## config.mk

```make
export PLATFORM = sky130hd
export DESIGN_NAME = avdc_regs
export DESIGN_NICKNAME = d
export VERILOG_FILES = /design/src/include/avdc_pkg.sv /design/src/design/avdc_regs.sv
export SDC_FILE = /design/constraint.sdc
export NUM_CORES = 1
export LEC_CHECK = 0
export BUFFER_PORTS_ARGS = -buffer_cell sky130_fd_sc_hd__buf_2
export CORE_MARGIN = 4
export CORE_UTILIZATION = 64
export DETAILED_ROUTE_END_ITERATION = 8
export PLACE_DENSITY = 0.93
export SLEW_MARGIN = 0
export SYNTH_ARGS = -nofsm -noshare
export SYNTH_HDL_FRONTEND = slang
export SYNTH_SLANG_ARGS = --single-unit
export TNS_END_PERCENT = 50
```

## constraint.sdc

```tcl
create_clock -name clock -period 8.1 [get_ports clock]
set_input_delay 0.81 -clock clock [delete_from_list [all_inputs] [get_ports clock]]
set_output_delay 0.81 -clock clock [all_outputs]
set_load 0.02 [all_outputs]
```

## src/include/avdc_pkg.sv

```systemverilog
// avdc_pkg: register map, field layout, reset values and states of the gain/limiter/clip bank
`default_nettype none
package avdc_pkg;
  // register offsets
  localparam logic [7:0] OFS_MASTER = 8'h03;
  localparam logic [7:0] OFS_LEFT = 8'h04;
  localparam logic [7:0] OFS_RIGHT = 8'h05;
  localparam logic [7:0] OFS_SUPPLY = 8'h06;
  localparam logic [7:0] OFS_FEAT = 8'h07;
  localparam logic [7:0] OFS_RATES = 8'h08;
  localparam logic [7:0] OFS_THR_HI = 8'h10;
  localparam logic [7:0] OFS_THR_MID = 8'h11;
  localparam logic [7:0] OFS_THR_LO = 8'h12;
  localparam logic [7:0] OFS_CLIP_HI = 8'h13;
  localparam logic [7:0] OFS_CLIP_MID = 8'h14;
  localparam logic [7:0] OFS_CLIP_LO = 8'h15;
  // reset values
  localparam logic [7:0] RST_GAIN = 8'h18;
  localparam logic [7:0] RST_SUPPLY = 8'h00;
  localparam logic [7:0] RST_FEAT = 8'h00;
  localparam logic [7:0] RST_RATES = 8'h00;
  localparam logic [7:0] RST_THR_HI = 8'h20;
  localparam logic [7:0] RST_THR_LOW = 8'h00;
  localparam logic [7:0] RST_CLIP_HI = 8'h7F;
  localparam logic [7:0] RST_CLIP_LOW = 8'hFF;
  // writable bit masks, reserved bits cleared
  localparam logic [7:0] MASK_SUPPLY = 8'hF7;
  localparam logic [7:0] MASK_FEAT = 8'hFE;
  // supply supervision field positions
  localparam int HI_LOW_OFF_BIT = 7;
  localparam int LOGIC_FADE_OFF_BIT = 6;
  localparam int OVER_FADE_OFF_BIT = 5;
  localparam int OVER_OFF_BIT = 4;
  localparam int LEVEL_SEL_LSB = 0;
  // feature enable field positions
  localparam int LEFT_MIX_BIT = 7;
  localparam int RIGHT_MIX_BIT = 6;
  localparam int LEFT_CLIP_BIT = 5;
  localparam int LEFT_LIM_BIT = 4;
  localparam int MONO_BIT = 3;
  localparam int RIGHT_CLIP_BIT = 2;
  localparam int RIGHT_LIM_BIT = 1;
  // rate fields
  localparam int ATTACK_LSB = 4;
  localparam int RELEASE_LSB = 0;
  // gain codes: half-dB steps down from +12 dB per stage
  localparam logic [7:0] GAIN_CODE_LAST = 8'hE6;
  localparam logic [8:0] TOTAL_ATT_LAST = 9'h0FE;
  // low-supply thresholds in millivolts
  localparam logic [15:0] UV_MV_0 = 16'h0FA0;
  localparam logic [15:0] UV_MV_1 = 16'h2008;
  localparam logic [15:0] UV_MV_2 = 16'h25E4;
  localparam logic [15:0] UV_MV_3 = 16'h3390;
  localparam logic [15:0] UV_MV_4 = 16'h3C8C;
  localparam logic [15:0] UV_MV_5 = 16'h4C2C;
  // serial control port states
  typedef enum logic [5:0] {
    SP_IDLE = 6'h01,
    SP_ADDR = 6'h02,
    SP_ACK = 6'h04,
    SP_WR = 6'h08,
    SP_RD = 6'h10,
    SP_RACK = 6'h20
  } avdc_sp_t;
  // output stage protection states
  typedef enum logic [2:0] {
    PR_RUN = 3'h1,
    PR_FADE = 3'h2,
    PR_OFF = 3'h4
  } avdc_prot_t;
endpackage : avdc_pkg
`default_nettype wire
```

## src/design/avdc_regs.sv

```systemverilog
// avdc_regs: serial-port register bank for volume, supply supervision, limiter and clip settings
`default_nettype none
module avdc_regs #(
  parameter logic [6:0] DEV_ADDR = 7'h34 // arbitrary default
) (
  // clock and reset
  input wire logic clock,
  input wire logic reset_n,
  // serial control port, open drain data
  input wire logic scl,
  input wire logic sda_in,
  output logic sda_out,
  output logic sda_oe_n,
  // output stage supervision
  input wire logic [15:0] hi_supply_mv,
  input wire logic over_supply_event,
  input wire logic fade_done,
  output logic hi_supply_low_q,
  output logic fade_req_q,
  output logic speaker_off_q,
  output logic logic_supply_low_fade_off,
  // channel gain, attenuation in half-dB below +24 dB
  output logic [8:0] left_atten_q,
  output logic left_silent_q,
  output logic [8:0] right_atten_q,
  output logic right_silent_q,
  // processing features
  output logic left_mixing_on,
  output logic right_mixing_on,
  output logic left_clip_on,
  output logic right_clip_on,
  output logic left_limiter_on,
  output logic right_limiter_on,
  output logic mono_on,
  output logic [3:0] limiter_attack_rate,
  output logic [3:0] limiter_release_rate,
  output logic [23:0] limiter_threshold,
  output logic [23:0] clip_level
);
  import avdc_pkg::*;

  if (DEV_ADDR == 7'h00) begin : g_bad_addr
    $error("device address zero is the general call");
  end

  // register storage
  logic [7:0] master_gain_code, left_gain_code, right_gain_code;
  logic [7:0] supply_q, feat_q, rates_q;
  logic [7:0] limiter_threshold_top_byte, limiter_threshold_mid_byte, limiter_threshold_low_byte;
  logic [7:0] clip_top_byte, clip_mid_byte, clip_low_byte;

  // serial port state
  avdc_sp_t sp_q, sp_d;
  logic scl_q, sda_q;
  logic [7:0] sr_q, sr_d, ptr_q, ptr_d;
  logic [3:0] cnt_q, cnt_d;
  logic rw_q, rw_d, first_q, first_d, nack_q, nack_d, oe_n_d;

  // bus events from previous samples
  wire scl_rise = scl & ~scl_q;
  wire scl_fall = ~scl & scl_q;
  wire start_ev = scl & scl_q & sda_q & ~sda_in;
  wire stop_ev = scl & scl_q & ~sda_q & sda_in;
  wire addr_hit = (sr_q[7:1] == DEV_ADDR);
  wire wr_en = (sp_q == SP_WR) & scl_fall & (cnt_q == 4'h8) & ~first_q;

  // read mux, unmapped offsets read zero
  function automatic logic [7:0] rd_byte(input logic [7:0] a);
    case (a)
      OFS_MASTER: rd_byte = master_gain_code;
      OFS_LEFT: rd_byte = left_gain_code;
      OFS_RIGHT: rd_byte = right_gain_code;
      OFS_SUPPLY: rd_byte = supply_q;
      OFS_FEAT: rd_byte = feat_q;
      OFS_RATES: rd_byte = rates_q;
      OFS_THR_HI: rd_byte = limiter_threshold_top_byte;
      OFS_THR_MID: rd_byte = limiter_threshold_mid_byte;
      OFS_THR_LO: rd_byte = limiter_threshold_low_byte;
      OFS_CLIP_HI: rd_byte = clip_top_byte;
      OFS_CLIP_MID: rd_byte = clip_mid_byte;
      OFS_CLIP_LO: rd_byte = clip_low_byte;
      default: rd_byte = 8'h00;
    endcase
  endfunction : rd_byte

  // serial port next state
  always_comb begin
    sp_d = sp_q;
    sr_d = sr_q;
    ptr_d = ptr_q;
    cnt_d = cnt_q;
    rw_d = rw_q;
    first_d = first_q;
    nack_d = nack_q;
    if (start_ev) begin
      sp_d = SP_ADDR;
      cnt_d = 4'h0;
      first_d = 1'b1;
    end else if (stop_ev) begin
      sp_d = SP_IDLE;
    end else begin
      case (sp_q)
        SP_IDLE: begin
          cnt_d = 4'h0;
        end
        SP_ADDR, SP_WR: begin
          if (scl_rise) begin
            sr_d = {sr_q[6:0], sda_in};
            cnt_d = cnt_q + 4'h1;
          end else if (scl_fall && cnt_q == 4'h8) begin
            cnt_d = 4'h0;
            if (sp_q == SP_ADDR) begin
              rw_d = sr_q[0];
              sp_d = addr_hit ? SP_ACK : SP_IDLE;
            end else begin
              sp_d = SP_ACK;
              first_d = 1'b0;
              // first data byte sets the pointer, later bytes auto-increment
              ptr_d = first_q ? sr_q : ptr_q + 8'h01;
            end
          end
        end
        SP_ACK: begin
          if (scl_rise) begin
            cnt_d = 4'h1;
          end else if (scl_fall && cnt_q == 4'h1) begin
            cnt_d = 4'h0;
            sp_d = rw_q ? SP_RD : SP_WR;
            if (rw_q) begin
              sr_d = rd_byte(ptr_q);
            end
          end
        end
        SP_RD: begin
          if (scl_fall) begin
            sr_d = {sr_q[6:0], 1'b0};
            cnt_d = cnt_q + 4'h1;
            if (cnt_q == 4'h7) begin
              sp_d = SP_RACK;
              cnt_d = 4'h0;
            end
          end
        end
        SP_RACK: begin
          if (scl_rise) begin
            nack_d = sda_in;
            cnt_d = 4'h1;
          end else if (scl_fall && cnt_q == 4'h1) begin
            cnt_d = 4'h0;
            sp_d = nack_q ? SP_IDLE : SP_RD;
            ptr_d = ptr_q + 8'h01;
            sr_d = rd_byte(ptr_q + 8'h01);
          end
        end
        default: begin
          sp_d = SP_IDLE;
        end
      endcase
    end
  end

  // pull data low for acknowledge and for zero read bits
  assign oe_n_d = ~((sp_d == SP_ACK) | ((sp_d == SP_RD) & ~sr_d[7]));

  // serial port flops
  always_ff @(posedge clock or negedge reset_n) begin
    if (!reset_n) begin
      sp_q <= SP_IDLE;
      scl_q <= 1'b1;
      sda_q <= 1'b1;
      sr_q <= 8'h00;
      ptr_q <= 8'h00;
      cnt_q <= 4'h0;
      rw_q <= 1'b0;
      first_q <= 1'b1;
      nack_q <= 1'b0;
      sda_oe_n <= 1'b1;
    end else begin
      sp_q <= sp_d;
      scl_q <= scl;
      sda_q <= sda_in;
      sr_q <= sr_d;
      ptr_q <= ptr_d;
      cnt_q <= cnt_d;
      rw_q <= rw_d;
      first_q <= first_d;
      nack_q <= nack_d;
      sda_oe_n <= oe_n_d;
    end
  end

  // open-drain data only ever drives low
  always_ff @(posedge clock or negedge reset_n) begin
    if (!reset_n) begin
      sda_out <= 1'b0;
    end else begin
      sda_out <= 1'b0;
    end
  end

  // register writes
  always_ff @(posedge clock or negedge reset_n) begin
    if (!reset_n) begin
      master_gain_code <= RST_GAIN;
      left_gain_code <= RST_GAIN;
      right_gain_code <= RST_GAIN;
      supply_q <= RST_SUPPLY;
      feat_q <= RST_FEAT;
      rates_q <= RST_RATES;
      limiter_threshold_top_byte <= RST_THR_HI;
      limiter_threshold_mid_byte <= RST_THR_LOW;
      limiter_threshold_low_byte <= RST_THR_LOW;
      clip_top_byte <= RST_CLIP_HI;
      clip_mid_byte <= RST_CLIP_LOW;
      clip_low_byte <= RST_CLIP_LOW;
    end else if (wr_en) begin
      case (ptr_q)
        OFS_MASTER: master_gain_code <= sr_q;
        OFS_LEFT: left_gain_code <= sr_q;
        OFS_RIGHT: right_gain_code <= sr_q;
        OFS_SUPPLY: supply_q <= sr_q & MASK_SUPPLY;
        OFS_FEAT: feat_q <= sr_q & MASK_FEAT;
        OFS_RATES: rates_q <= sr_q;
        OFS_THR_HI: limiter_threshold_top_byte <= sr_q;
        OFS_THR_MID: limiter_threshold_mid_byte <= sr_q;
        OFS_THR_LO: limiter_threshold_low_byte <= sr_q;
        OFS_CLIP_HI: clip_top_byte <= sr_q;
        OFS_CLIP_MID: clip_mid_byte <= sr_q;
        OFS_CLIP_LO: clip_low_byte <= sr_q;
        default: ;
      endcase
    end
  end

  assign left_mixing_on = feat_q[LEFT_MIX_BIT];
  assign right_mixing_on = feat_q[RIGHT_MIX_BIT];
  assign left_clip_on = feat_q[LEFT_CLIP_BIT];
  assign right_clip_on = feat_q[RIGHT_CLIP_BIT];
  assign left_limiter_on = feat_q[LEFT_LIM_BIT];
  assign right_limiter_on = feat_q[RIGHT_LIM_BIT];
  assign mono_on = feat_q[MONO_BIT];
  assign limiter_attack_rate = rates_q[ATTACK_LSB+:4];
  assign limiter_release_rate = rates_q[RELEASE_LSB+:4];
  assign limiter_threshold = {limiter_threshold_top_byte, limiter_threshold_mid_byte, limiter_threshold_low_byte};
  // clip level word, full scale at reset
  assign clip_level = {clip_top_byte, clip_mid_byte, clip_low_byte};
  assign logic_supply_low_fade_off = supply_q[LOGIC_FADE_OFF_BIT];

  // total attenuation is the sum of two half-dB codes
  wire [8:0] left_sum = {1'b0, master_gain_code} + {1'b0, left_gain_code};
  wire [8:0] right_sum = {1'b0, master_gain_code} + {1'b0, right_gain_code};
  wire master_mute = master_gain_code > GAIN_CODE_LAST;
  wire left_mute = master_mute | (left_gain_code > GAIN_CODE_LAST) | (left_sum > TOTAL_ATT_LAST);
  wire right_mute = master_mute | (right_gain_code > GAIN_CODE_LAST) | (right_sum > TOTAL_ATT_LAST);

  // registered channel gains
  always_ff @(posedge clock or negedge reset_n) begin
    if (!reset_n) begin
      left_atten_q <= {1'b0, RST_GAIN} + {1'b0, RST_GAIN};
      right_atten_q <= {1'b0, RST_GAIN} + {1'b0, RST_GAIN};
      left_silent_q <= 1'b0;
      right_silent_q <= 1'b0;
    end else begin
      left_atten_q <= left_sum;
      right_atten_q <= right_sum;
      left_silent_q <= left_mute;
      right_silent_q <= right_mute;
    end
  end

  logic [15:0] uv_mv;
  always_comb begin
    case (supply_q[LEVEL_SEL_LSB+:3])
      3'h1: uv_mv = UV_MV_1;
      3'h2: uv_mv = UV_MV_2;
      3'h3: uv_mv = UV_MV_3;
      3'h4: uv_mv = UV_MV_4;
      3'h5: uv_mv = UV_MV_5;
      default: uv_mv = UV_MV_0;
    endcase
  end

  // detection on when its off bit is clear
  wire uv_now = ~supply_q[HI_LOW_OFF_BIT] & (hi_supply_mv < uv_mv);
  wire ov_now = ~supply_q[OVER_OFF_BIT] & over_supply_event;
  wire ov_fade = ov_now & ~supply_q[OVER_FADE_OFF_BIT];
  wire ov_cut = ov_now & supply_q[OVER_FADE_OFF_BIT];

  // protection sequence
  avdc_prot_t pr_q, pr_d;
  always_comb begin
    pr_d = pr_q;
    case (pr_q)
      PR_RUN: begin
        if (ov_cut) begin
          pr_d = PR_OFF;
        end else if (uv_now | ov_fade) begin
          pr_d = PR_FADE;
        end
      end
      PR_FADE: begin
        if (ov_cut | fade_done) begin
          pr_d = PR_OFF;
        end else if (!(uv_now | ov_fade)) begin
          pr_d = PR_RUN;
        end
      end
      PR_OFF: begin
        if (!(uv_now | ov_now)) begin
          pr_d = PR_RUN;
        end
      end
      default: begin
        pr_d = PR_RUN;
      end
    endcase
  end

  // protection flops
  always_ff @(posedge clock or negedge reset_n) begin
    if (!reset_n) begin
      pr_q <= PR_RUN;
      fade_req_q <= 1'b0;
      speaker_off_q <= 1'b0;
      hi_supply_low_q <= 1'b0;
    end else begin
      pr_q <= pr_d;
      fade_req_q <= (pr_d == PR_FADE);
      speaker_off_q <= (pr_d == PR_OFF);
      hi_supply_low_q <= uv_now;
    end
  end
endmodule : avdc_regs
`default_nettype wire

```

==> impl_metrics.yaml, run 1 <==
critical_path:
  crit_type: "reg -> reg"
  crit_path_top_delay_cell: "sky130_fd_sc_hd__ha_1"
  worst-endpoint-arrival_ns: 3.84
  crit_family: "compound AO/OA/AOI/OAI gates"
  worstPathCellList: "ha_1 -> and3_1 -> nor2_1 -> a31oi_1 -> a21oi_1 -> o21a_1 -> o31ai_2 -> o21ai_1"
  critical_path.startpoint_type: "flop"
  worst_setup_path_end_kind: "flop"
  crit_fanout: 22
  timing.critical_path.slowest_cell_delay_ns: 0.84
  timing.critical_path.buf_inv: 0
  critPathRequiredTime_ns: 8.39
route:
  routed-via-count: 8269
  routedWlPerCell_um: 24.9
  initialDrtViolationCount: 1241
  wl_um: 28400
  drt_pass1_iterations: 9
  detail-route-antenna-nets: 0
  via_per_inst: 7.24
  drt_drc_violations_left: 0
floorplan:
  die_area_um2: 16200
  rows: 43
  design.core.area_um2: 13900
  die_h_um: 127
  top_level_ports: 111
  fp.dieW_um: 127
  start_util_pct: 65.4
sta:
  worst_slew_slack_as_a_fraction_of_its_limit_pct: 25.6
  period_share_pct: 43.8
  setup_viol: 0
  timing_worst_slew_pin_value_ns: 1.11
  setup_total_negative_slack_ns: 0
  timing.final.hold_violations: 0
  maximum_frequency_from_static_timing_analysis_ghz: 0.282
  clock-skew-final_ns: 0.00890
  slew_limit_fails: 0
  final_period_minus_worst_setup_slack_ns: 3.55
  grt_setup_unrepaired: "no"
clocking:
  cts.root.buffer_cell: "sky130_fd_sc_hd__clkbuf_16"
  resize_count_post_cts: 0
  post_cts_buffers: 0
  clock_path_buffers: 2
  cts_tree: "done"
  cts-hold-fix-buffers: 0
  cts_inserted_buffers: 17
  cts.reportedPaths.clkPinSlew_ns: 0.07
  htree_num_levels: 4
  cts.sinks: 152
  insertion_delay_ns: 0.43
min_path:
  holdCritPathClass: "in -> async"
yosys:
  synthesis.nets: 931
  yosysWarningCount: 0
  netlist_instances: 871
  netlist.top_cell.by_area: "sky130_fd_sc_hd__dfrtp_1"
  netlist_top_cells_count: "112 x sky130_fd_sc_hd__dfrtp_1, 95 x sky130_fd_sc_hd__mux2_2, 54 x sky130_fd_sc_hd__nand2_1"
  avgSynthCellArea_um2: 10.5
  yosysUniqueCellTypes: 87
  syn-cell-area_um2: 9120
  postSynthRegisterBits: 152
  synth.top_cell.area_share_pct: 30.7
  netlist_top_cells_area: "sky130_fd_sc_hd__dfrtp_1 31%, sky130_fd_sc_hd__mux2_2 12%, sky130_fd_sc_hd__dfstp_2 12%"
  synthMostInstantiatedCell: "sky130_fd_sc_hd__dfrtp_1"
  fraction_of_the_yosys_area_taken_by_sequential_cells_pct: 42.3
  synthFlopType: "sky130_fd_sc_hd__dfrtp_1"
  post_synthesis_async_set_or_reset_flop_share_pct: 100
  post_synth_edffs: 0
layout:
  insertedDiodeCount: 0
  layout_cell_share_with_drive_strength_beyond_1_pct: 32.1
  final_nets: 1009
  area_growth_syn_to_layout_pct: 13.2
power:
  ir_worst_vdd_mv: 0.142
  p_leak_nw: 4.83
  pwr_density_cell_nw_per_um2: 167
  finalPower_mw: 1.72
global_route:
  grt_max_degree: 86
  vias_in_the_first_global_route: 8117
  global_route_wire_length_before_repair_um: 44200
  global_route.overflow_total: 0
  combined_global_route_utilization_of_all_metal_layers_pct: 35.1
  antenna_found_initial: 0
job:
  cap_violations: 0
placed_design:
  buffer_ports.inserted: 107
  globalplace.congestion: 1.03
  dp_hpwl_um: 19600
outcome:
  outcome: "finished, final reports clean"
## layer usage
layer  up-vias  share of wire, %  track usage (%)
met1      4066                38             45.8
met2       563                46             54.8
met5         -                 0                0
met4         0               5.2             16.5
li1       3506                 -                -
met3       134                11             9.49
## report_power, final
part           internal [mW]  switching, mW
sequential             0.773         0.0148
clock                  0.499          0.362
combinational         0.0240         0.0447
## path summary, 6_finish.rpt
kind | from | end | cells after the start | slack, ns
worst max register to register | ptr_q[0] | sr_q[3] | 8 | 4.55
worst max-delay path | ptr_q[0] | sr_q[3] | 8 | 4.55
min in group clock | scl | scl_q | 1 | 0.52
max in group asynchronous | reset_n | feat_q[4] | 2 | 6.27
worst min register to register | first_q | first_q | 1 | 0.55
worst min-delay path | reset_n | cnt_q[3] | 1 | 0.35
## logic make-up after synthesis
family          Yosys count  share of synthesized area (%)
other cells               1                         0.0411
flops                   152                           42.3
fa+ha+maj                38                           5.38
compound gates          270                           21.8
buf+inv                  68                           3.27
xor+xnor                 17                           1.63
mux                      98                           12.1
simple gates            227                           13.6
## area by class of cell
class | count | area [um2]
repair buffers | 113 | 587
well taps | 180 | 225
flip-flops and latches | 152 | 3850
multi-input cells | 651 | 4970
fillers | 948 | 3610
inverters | 14 | 52.6
clock inverters | 15 | 208
clock buffers | 17 | 425
## placed cells by master, fill, tap and decap left out, types with 4 or more instances in the layout
cell type,Yosys,final
sky130_fd_sc_hd__clkbuf_16,0,17
sky130_fd_sc_hd__nand4_1,4,4
sky130_fd_sc_hd__a311oi_1,5,5
sky130_fd_sc_hd__a211oi_1,6,6
sky130_fd_sc_hd__inv_1,14,14
sky130_fd_sc_hd__xnor2_1,11,11
sky130_fd_sc_hd__o21ai_0,23,23
sky130_fd_sc_hd__nor3b_1,6,6
sky130_fd_sc_hd__dfrtp_1,112,112
sky130_fd_sc_hd__nand3b_1,6,6
sky130_fd_sc_hd__buf_2,13,106
sky130_fd_sc_hd__inv_8,0,4
sky130_fd_sc_hd__or2_2,7,7
sky130_fd_sc_hd__ha_1,36,36
sky130_fd_sc_hd__and2_1,6,6
sky130_fd_sc_hd__o21ai_1,9,9
sky130_fd_sc_hd__o21a_1,8,8
sky130_fd_sc_hd__and3_1,8,8
sky130_fd_sc_hd__nor2b_1,14,14
sky130_fd_sc_hd__a221oi_1,20,20
sky130_fd_sc_hd__xor2_1,6,6
sky130_fd_sc_hd__mux2_2,95,95
sky130_fd_sc_hd__nand3_1,22,22
sky130_fd_sc_hd__a21o_1,14,14
sky130_fd_sc_hd__dfstp_2,40,40
sky130_fd_sc_hd__nor2_1,45,45
sky130_fd_sc_hd__buf_4,3,6
sky130_fd_sc_hd__nand2b_1,7,7
sky130_fd_sc_hd__nand2_1,54,54
sky130_fd_sc_hd__a21oi_1,46,46
sky130_fd_sc_hd__nor4_1,6,6
sky130_fd_sc_hd__o22ai_1,19,19
sky130_fd_sc_hd__nor3_1,14,14
sky130_fd_sc_hd__a22o_1,21,21
sky130_fd_sc_hd__a31oi_1,10,10
sky130_fd_sc_hd__a22oi_1,33,33
sky130_fd_sc_hd__a222oi_1,13,13
sky130_fd_sc_hd__or3_1,5,5
## sequential cells by signal, summed over array words and instances, names as in the netlist, 3 cells and up
signal,flops
clip_low_byte,8
clip_mid_byte,8
clip_top_byte,8
cnt_q,4
feat_q,7
left_atten_q,9
left_gain_code,8
limiter_threshold_low_byte,8
limiter_threshold_mid_byte,8
limiter_threshold_top_byte,8
master_gain_code,8
pr_q,3
ptr_q,8
rates_q,8
right_atten_q,9
right_gain_code,8
sp_q,6
sr_q,8
supply_q,7
## stage by stage
step / instance area [um2] / worst slack, ns / util [%] / instances / hold slack, ns
6_report: 10300 / 4.55 / 74.1 / 1142 / 0.354
5_1_grt: 10300 / 4.29 / 74.1 / 1142 / 0.400
4_1_cts: 10300 / 4.66 / 74.1 / 1142 / 0.398
3_5_place_dp: 9690 / 4.66 / 69.5 / 1110 / 0.548
3_3_place_gp: 9690 / 4.77 / 69.5 / 1110 / 0.505
2_1_floorplan: 9120 / 5.50 / - / 871 / 0.487
Power figures use the tool's default switching activity.
==> run 2: changes to the inputs <==
--- a/config.mk
+++ b/config.mk
@@ -5,11 +5,12 @@
 export SDC_FILE = /design/constraint.sdc
 export NUM_CORES = 1
 export LEC_CHECK = 0
+export ABC_AREA = 1
 export BUFFER_PORTS_ARGS = -buffer_cell sky130_fd_sc_hd__buf_2
 export CORE_MARGIN = 4
-export CORE_UTILIZATION = 64
+export CORE_UTILIZATION = 53
 export DETAILED_ROUTE_END_ITERATION = 8
-export PLACE_DENSITY = 0.93
+export PLACE_DENSITY = 0.83
 export SLEW_MARGIN = 0
 export SYNTH_ARGS = -nofsm -noshare
 export SYNTH_HDL_FRONTEND = slang
==> constraint.sdc (replaced) <==
create_clock -name clock -period 2.97 [get_ports clock]
set_input_delay 0.297 -clock clock [delete_from_list [all_inputs] [get_ports clock]]
set_output_delay 0.297 -clock clock [all_outputs]
set_load 0.02 [all_outputs]
==> run 2 against run 1 <==
Against the previous run:
- sequential share of layout area fell by 0.61 points
- synthesized cell count grew 38%
- largest cell class unchanged
- clock skew is 0.00053 ns higher
- critical path type unchanged
- final area rose by 1.7%
==> impl_metrics.yaml, run 2 <==
layout:
  most-common-layout-cells: "299 x sky130_fd_sc_hd__nand2_1, 161 x sky130_fd_sc_hd__inv_1, 141 x sky130_fd_sc_hd__o21ai_0"
  insertedDiodeCount: 0
  final_core_util_pct: 63.0
  n_fill_cell: 1467
  layout_top_registers: "left_atten_q x9, right_atten_q x9"
  final_common_cell: "sky130_fd_sc_hd__nand2_1"
  layout_cell_share_with_drive_strength_beyond_1_pct: 17.8
  area_growth_syn_to_layout_pct: 15.8
  final_nets: 1376
yosys:
  synthMostInstantiatedCell: "sky130_fd_sc_hd__nand2_1"
  synthesis.nets: 1265
  fraction_of_the_yosys_area_taken_by_sequential_cells_pct: 42.5
  yosysUniqueCellTypes: 52
  synth.top_cell.area_share_pct: 30.9
  yosysWarningCount: 0
  netlist.top_cell.by_area: "sky130_fd_sc_hd__dfrtp_1"
  netlist_instances: 1205
  netlist_top_cells_count: "299 x sky130_fd_sc_hd__nand2_1, 161 x sky130_fd_sc_hd__inv_1, 141 x sky130_fd_sc_hd__o21ai_0"
  syn-cell-area_um2: 9060
  postSynthRegisterBits: 152
  netlist_top_cells_area: "sky130_fd_sc_hd__dfrtp_1 31%, sky130_fd_sc_hd__nand2_1 12%, sky130_fd_sc_hd__dfstp_2 12%"
  avgSynthCellArea_um2: 7.52
  synthFlopType: "sky130_fd_sc_hd__dfrtp_1"
  post_synth_edffs: 0
  post_synthesis_async_set_or_reset_flop_share_pct: 100
route:
  routedWlPerCell_um: 18.3
  initialDrtViolationCount: 911
  drt_drc_violations_left: 0
  drt_pass1_iterations: 6
  routed-via-count: 8943
  wl_um: 28400
  detail-route-antenna-nets: 0
  via_per_inst: 5.77
critical_path:
  critical_path.startpoint_type: "flop"
  critical_path.reg2reg.startpoint: "supply_q[1]"
  reg2reg_to: "pr_q[2]"
  crit_type: "reg -> reg"
  crit_family: "compound AO/OA/AOI/OAI gates"
  worst-endpoint-arrival_ns: 3.02
  worst_path_most_repeated_cell: "sky130_fd_sc_hd__inv_1"
  timing.critical_path.slowest_cell_delay_ns: 0.49
  worst_setup_path_end_kind: "flop"
  crit_path_top_delay_cell: "sky130_fd_sc_hd__dfrtp_1"
  critPathRequiredTime_ns: 3.29
  crit_fanout: 7
  worst-r2r-cell-count: 14
  reg2reg_setup_slack_ns: 0.27
  worstPathCellList: "inv_1 -> nand2_1 -> inv_1 -> nor2_1 -> inv_1 -> a21oi_1 -> nor2_1 -> ha_1 -> nand2_1 -> o21a_1 -> o21a_1 -> nand3_1 -> a21oi_1 -> a21o_1"
  timing.critical_path.buf_inv: 3
floorplan:
  fp.dieW_um: 139
  start_util_pct: 54.4
  die_h_um: 139
  die_area_um2: 19200
  rows: 47
  design.core.area_um2: 16600
  top_level_ports: 111
placed_design:
  dp_hpwl_um: 21000
  pre_cts_ws_ns: 0.338
  globalplace.congestion: 0.988
  buffer_ports.inserted: 107
sta:
  setup_total_negative_slack_ns: 0
  grt_setup_unrepaired: "no"
  period_share_pct: 90.8
  worst_slew_slack_as_a_fraction_of_its_limit_pct: 50.2
  setup_viol: 0
  clock-skew-final_ns: 0.00943
  worst_slack_ns: 0.274
  timing_worst_slew_pin_value_ns: 0.746
  maximum_frequency_from_static_timing_analysis_ghz: 0.371
  slew_limit_fails: 0
  final_period_minus_worst_setup_slack_ns: 2.70
  timing.final.hold_violations: 0
power:
  power_switching_share_pct: 25.9
  p_leak_nw: 5.20
  ir_worst_vdd_mv: 0.375
  relative_contribution_of_sequential_cells_to_total_power_pct: 45.5
  power_frac_comb_pct: 6.8
  power.net_switching_mw: 1.22
  pwr_density_cell_nw_per_um2: 449
  clock_power_share_pct: 47.7
  power_report.internal_total_mw: 3.49
global_route:
  vias_in_the_first_global_route: 8501
  grt_max_degree: 77
  combined_global_route_utilization_of_all_metal_layers_pct: 29.6
  antenna_found_initial: 0
  global_route.overflow_total: 0
  global_route_wire_length_before_repair_um: 45300
clocking:
  clock_path_buffers: 2
  insertion_delay_ns: 0.43
  post_cts_buffers: 0
  cts.reportedPaths.clkPinSlew_ns: 0.07
  cts_tree: "done"
  cts.root.buffer_cell: "sky130_fd_sc_hd__clkbuf_16"
  cts.sinks: 152
  htree_num_levels: 4
  cts_inserted_buffers: 17
job:
  cap_violations: 0
min_path:
  hold_path_depth: 4
  holdCritPathClass: "in -> reg"
  worst_hold_startpoint: "fade_done"
  hold_path_end: "speaker_off_q"
outcome:
  outcome: "finished, final reports clean"
[run 2: changes by cell type after synthesis, sizes merged, moves of 21 or more]
cell	change
o21ai	+117
inv	+153
a22oi	-32
nand2	+259
nand3	+43
nor2	+68
mux2	-95
a22o	-21
[run 2: stage by stage]
step | hold WS, ns | std cells | instance area [um2] | total power [mW]
after floorplan | 0.00141 | 1205 | 9060 | 2.34
after global placement | 0.364 | 1514 | 9860 | 2.48
after detailed placement | 0.370 | 1514 | 9860 | 2.50
after CTS | 0.199 | 1549 | 10500 | 4.72
after global routing | 0.247 | 1549 | 10500 | 4.87
final | 0.210 | 1549 | 10500 | 4.71
[run 2: how the worst max path moves through the flow]
stage	cells past startpoint	endpoint	from	slack [ns]
after floorplan	14	pr_q[2]	supply_q[1]	0.72
after global placement	13	speaker_off_q	supply_q[0]	0.42
after detailed placement	14	pr_q[2]	supply_q[1]	0.34
after CTS	14	pr_q[2]	supply_q[1]	0.31
after global routing	11	clip_mid_byte[5]	scl	0.03
final	14	pr_q[2]	supply_q[1]	0.27
[run 2: power groups by stage]
stage          clock (mW)  sequential (mW)  combinational, mW
2_1_floorplan           0             2.19              0.152
3_3_place_gp            0             2.18              0.302
3_5_place_dp            0             2.18              0.313
4_1_cts              2.26             2.15              0.318
5_1_grt              2.37             2.15              0.354
6_report             2.25             2.15              0.321
[run 2: cell families after synthesis]
logic type | share of synthesized area, %
other | 0.0414
flip-flops | 42.5
adder cells (fa/ha/maj) | 5.41
AO/OA/AOI/OAI | 16.6
XOR/XNOR | 0.967
buffers and inverters | 8.30
AND/OR/NAND/NOR | 26.1
[run 2: timing repair]
action	4_1_cts	5_1_grt
resized for setup	0	0
hold buffers	3	0
endpoints found under the setup margin	0	0
endpoints found under the hold margin	64	0
[run 2: routing by layer]
metal	GRT usage, %	wire length (um)	share of wire [%]
met1	40.1	12300	43
met5	0	0	0
met2	47.2	12900	45
met4	10.8	833	2.9
met3	6.38	2400	8.4
[run 2: worst min-delay path: cells and delay by family]
kind            cells  cell delay [ns]
simple gates        1             0.09
buf+inv             2             0.11
compound gates      1             0.11
[run 2: layout make-up]
| type | count | area [um2] | share of cell area [%] |
|---|---|---|---|
| Clock buffer | 19 | 443 | 4.22 |
| Clock inverter | 13 | 159 | 1.51 |
| Inverter | 168 | 631 | 6.01 |
| Multi-Input combinational cell | 858 | 4450 | 42.4 |
| Sequential cell | 152 | 3850 | 36.7 |
| Tap cell | 220 | 275 | 2.62 |
| Timing Repair Buffer | 119 | 677 | 6.45 |
==> run 3: changes to the inputs <==
--- a/config.mk
+++ b/config.mk
@@ -8,9 +8,10 @@
 export ABC_AREA = 1
 export BUFFER_PORTS_ARGS = -buffer_cell sky130_fd_sc_hd__buf_2
 export CORE_MARGIN = 4
-export CORE_UTILIZATION = 53
+export CORE_UTILIZATION = 36
 export DETAILED_ROUTE_END_ITERATION = 8
-export PLACE_DENSITY = 0.83
+export PLACE_DENSITY = 0.62
+export REMOVE_ABC_BUFFERS = 1
 export SLEW_MARGIN = 0
 export SYNTH_ARGS = -nofsm -noshare
 export SYNTH_HDL_FRONTEND = slang
==> run 3 against run 2 <==
Against the previous run:
- sequential share of layout area shrank 0.45 points
- core utilization down 20 points
- worst setup slack gained 0.031 ns
- largest power group unchanged
- clock power is essentially flat
- final cell count rose by 6.8%
- register-to-register slack better by 0.03 ns
- final area grew 1.3%
- highest routed layer unchanged
- die area is 44% higher
- total power rose by 0.13%
- fmax is 1.2% higher
- global-route usage is 8.5 points lower
==> impl_metrics.yaml, run 3 (synthesized netlist as in run 2, its figures left out) <==
critical_path:
  crit_fanout: 20
  worst-r2r-cell-count: 13
  crit_type: "reg -> reg"
  worst_setup_path_end_kind: "flop"
  critical_path.startpoint_type: "flop"
  worst-endpoint-arrival_ns: 3.03
  critPathRequiredTime_ns: 3.33
route:
  routed-via-count: 8507
  via_per_inst: 5.14
  detail-route-antenna-nets: 0
  drt_pass1_iterations: 7
  routedWlPerCell_um: 17.5
  initialDrtViolationCount: 676
  wl_um: 29000
  drt_drc_violations_left: 0
sta:
  setup_total_negative_slack_ns: 0
  period_share_pct: 89.7
  slew_limit_fails: 0
  grt_setup_unrepaired: "no"
  worst_slew_slack_as_a_fraction_of_its_limit_pct: 47.3
  clock-skew-final_ns: 0.0126
  hold_slack_ns: 0.207
  setup_viol: 0
  timing.final.hold_violations: 0
  timing_worst_slew_pin_value_ns: 0.790
  final_period_minus_worst_setup_slack_ns: 2.66
  maximum_frequency_from_static_timing_analysis_ghz: 0.375
power:
  finalPower_mw: 4.72
  pwr_density_cell_nw_per_um2: 444
  p_leak_nw: 5.21
  ir_worst_vdd_mv: 0.287
clocking:
  post_cts_buffers: 0
  cts_tree: "done"
  cts_inserted_buffers: 17
  htree_num_levels: 4
  cts.sinks: 152
  cts.root.buffer_cell: "sky130_fd_sc_hd__clkbuf_16"
  insertion_delay_ns: 0.45
  cts.reportedPaths.clkPinSlew_ns: 0.06
  clock_path_buffers: 2
global_route:
  grt_max_degree: 74
  antenna_found_initial: 0
  combined_global_route_utilization_of_all_metal_layers_pct: 21.1
  global_route.overflow_total: 0
  global_route_wire_length_before_repair_um: 46500
  vias_in_the_first_global_route: 8373
floorplan:
  die_h_um: 167
  rows: 57
  start_util_pct: 36.9
  design.core.area_um2: 24500
  top_level_ports: 111
  die_area_um2: 27800
  fp.dieW_um: 167
layout:
  most-common-layout-cells: "299 x sky130_fd_sc_hd__nand2_1, 161 x sky130_fd_sc_hd__inv_1, 141 x sky130_fd_sc_hd__o21ai_0"
  layout_top_registers: "left_atten_q x9, right_atten_q x9"
  multi_input_logic_area_um2: 4450
  final_nets: 1378
  n_fill_cell: 2513
  fin_area_um2: 10600
  layout.area.seq_um2: 3850
  layout_cell_share_with_drive_strength_beyond_1_pct: 18.0
  final_common_cell: "sky130_fd_sc_hd__nand2_1"
  insertedDiodeCount: 0
  area_growth_syn_to_layout_pct: 17.3
  final_core_util_pct: 43.3
placed_design:
  buffer_ports.inserted: 107
  place_area_um2: 9990
  dp_hpwl_um: 22000
  globalplace.congestion: 0.980
job:
  cap_violations: 0
min_path:
  hold_path_depth: 4
  holdCritPathClass: "in -> reg"
outcome:
  outcome: "finished, final reports clean"
==> run 3: stage by stage <==
stage / instances / setup slack (ns)
final: 1655 / 0.305
after global routing: 1655 / 0.0559
after CTS: 1655 / 0.336
after detailed placement: 1620 / 0.357
after global placement: 1620 / 0.385
after floorplan: 1178 / 0.720
==> run 3: critical path, cell delays in order, from the launching register on <==
cell and delay (ns):
sky130_fd_sc_hd__dfrtp_1 0.46, sky130_fd_sc_hd__ha_1 0.24, sky130_fd_sc_hd__nand3_1 0.10, sky130_fd_sc_hd__nor2_1 0.15, sky130_fd_sc_hd__nand2_1 0.08, sky130_fd_sc_hd__nand2_2 0.09
sky130_fd_sc_hd__nand2_4 0.08, sky130_fd_sc_hd__nor2_4 0.44, sky130_fd_sc_hd__nand2_1 0.31, sky130_fd_sc_hd__o21ai_0 0.23, sky130_fd_sc_hd__nor2_1 0.07, sky130_fd_sc_hd__nand3_1 0.11
sky130_fd_sc_hd__nand2_1 0.07, sky130_fd_sc_hd__a21oi_1 0.15
==> run 3: per-layer routing <==
layer  share of wire [%]  GRT usage (%)  routed length (um)  vias to the layer above
li1                    -              -                   -                     4194
met1                  42           26.3               12200                     3965
met2                  49           36.0               14100                      278
met3                 5.6           3.70                1640                       70
met4                 3.8           9.14                1120                        0
met5                   0              0                   0                        -
==> run 3: path summary, 6_finish.rpt <==
check / start / end / slack [ns]
min: fade_done / pr_q[2] / 0.21
min in group asynchronous: reset_n / left_atten_q[0] / 0.44
max: ptr_q[0] / sr_q[6] / 0.31
max reg2reg: ptr_q[0] / sr_q[6] / 0.31
min reg2reg: first_q / first_q / 0.50
max in group asynchronous: reset_n / scl_q / 1.77
==> run 3: power by group <==
part           internal, mW  leakage [nW]  switching (mW)
registers              2.12          1.94          0.0248
clock network          1.28         0.296           0.968
logic                0.0848          2.97           0.239
==> run 3: area by class of cell <==
cell class | instances | share of cell area (%)
multi-input combinational | 858 | 41.9
sequential | 152 | 36.3
timing repair buffer | 121 | 6.40
inverter | 168 | 5.94
clock buffer | 18 | 4.13
tap | 324 | 3.82
clock inverter | 14 | 1.52
==> run 3: repair_timing <==
| item | in CTS | in global routing |
|---|---|---|
| hold endpoints to repair | 62 | 0 |
| hold buffers | 3 | 0 |
| gates resized for setup | 0 | 0 |
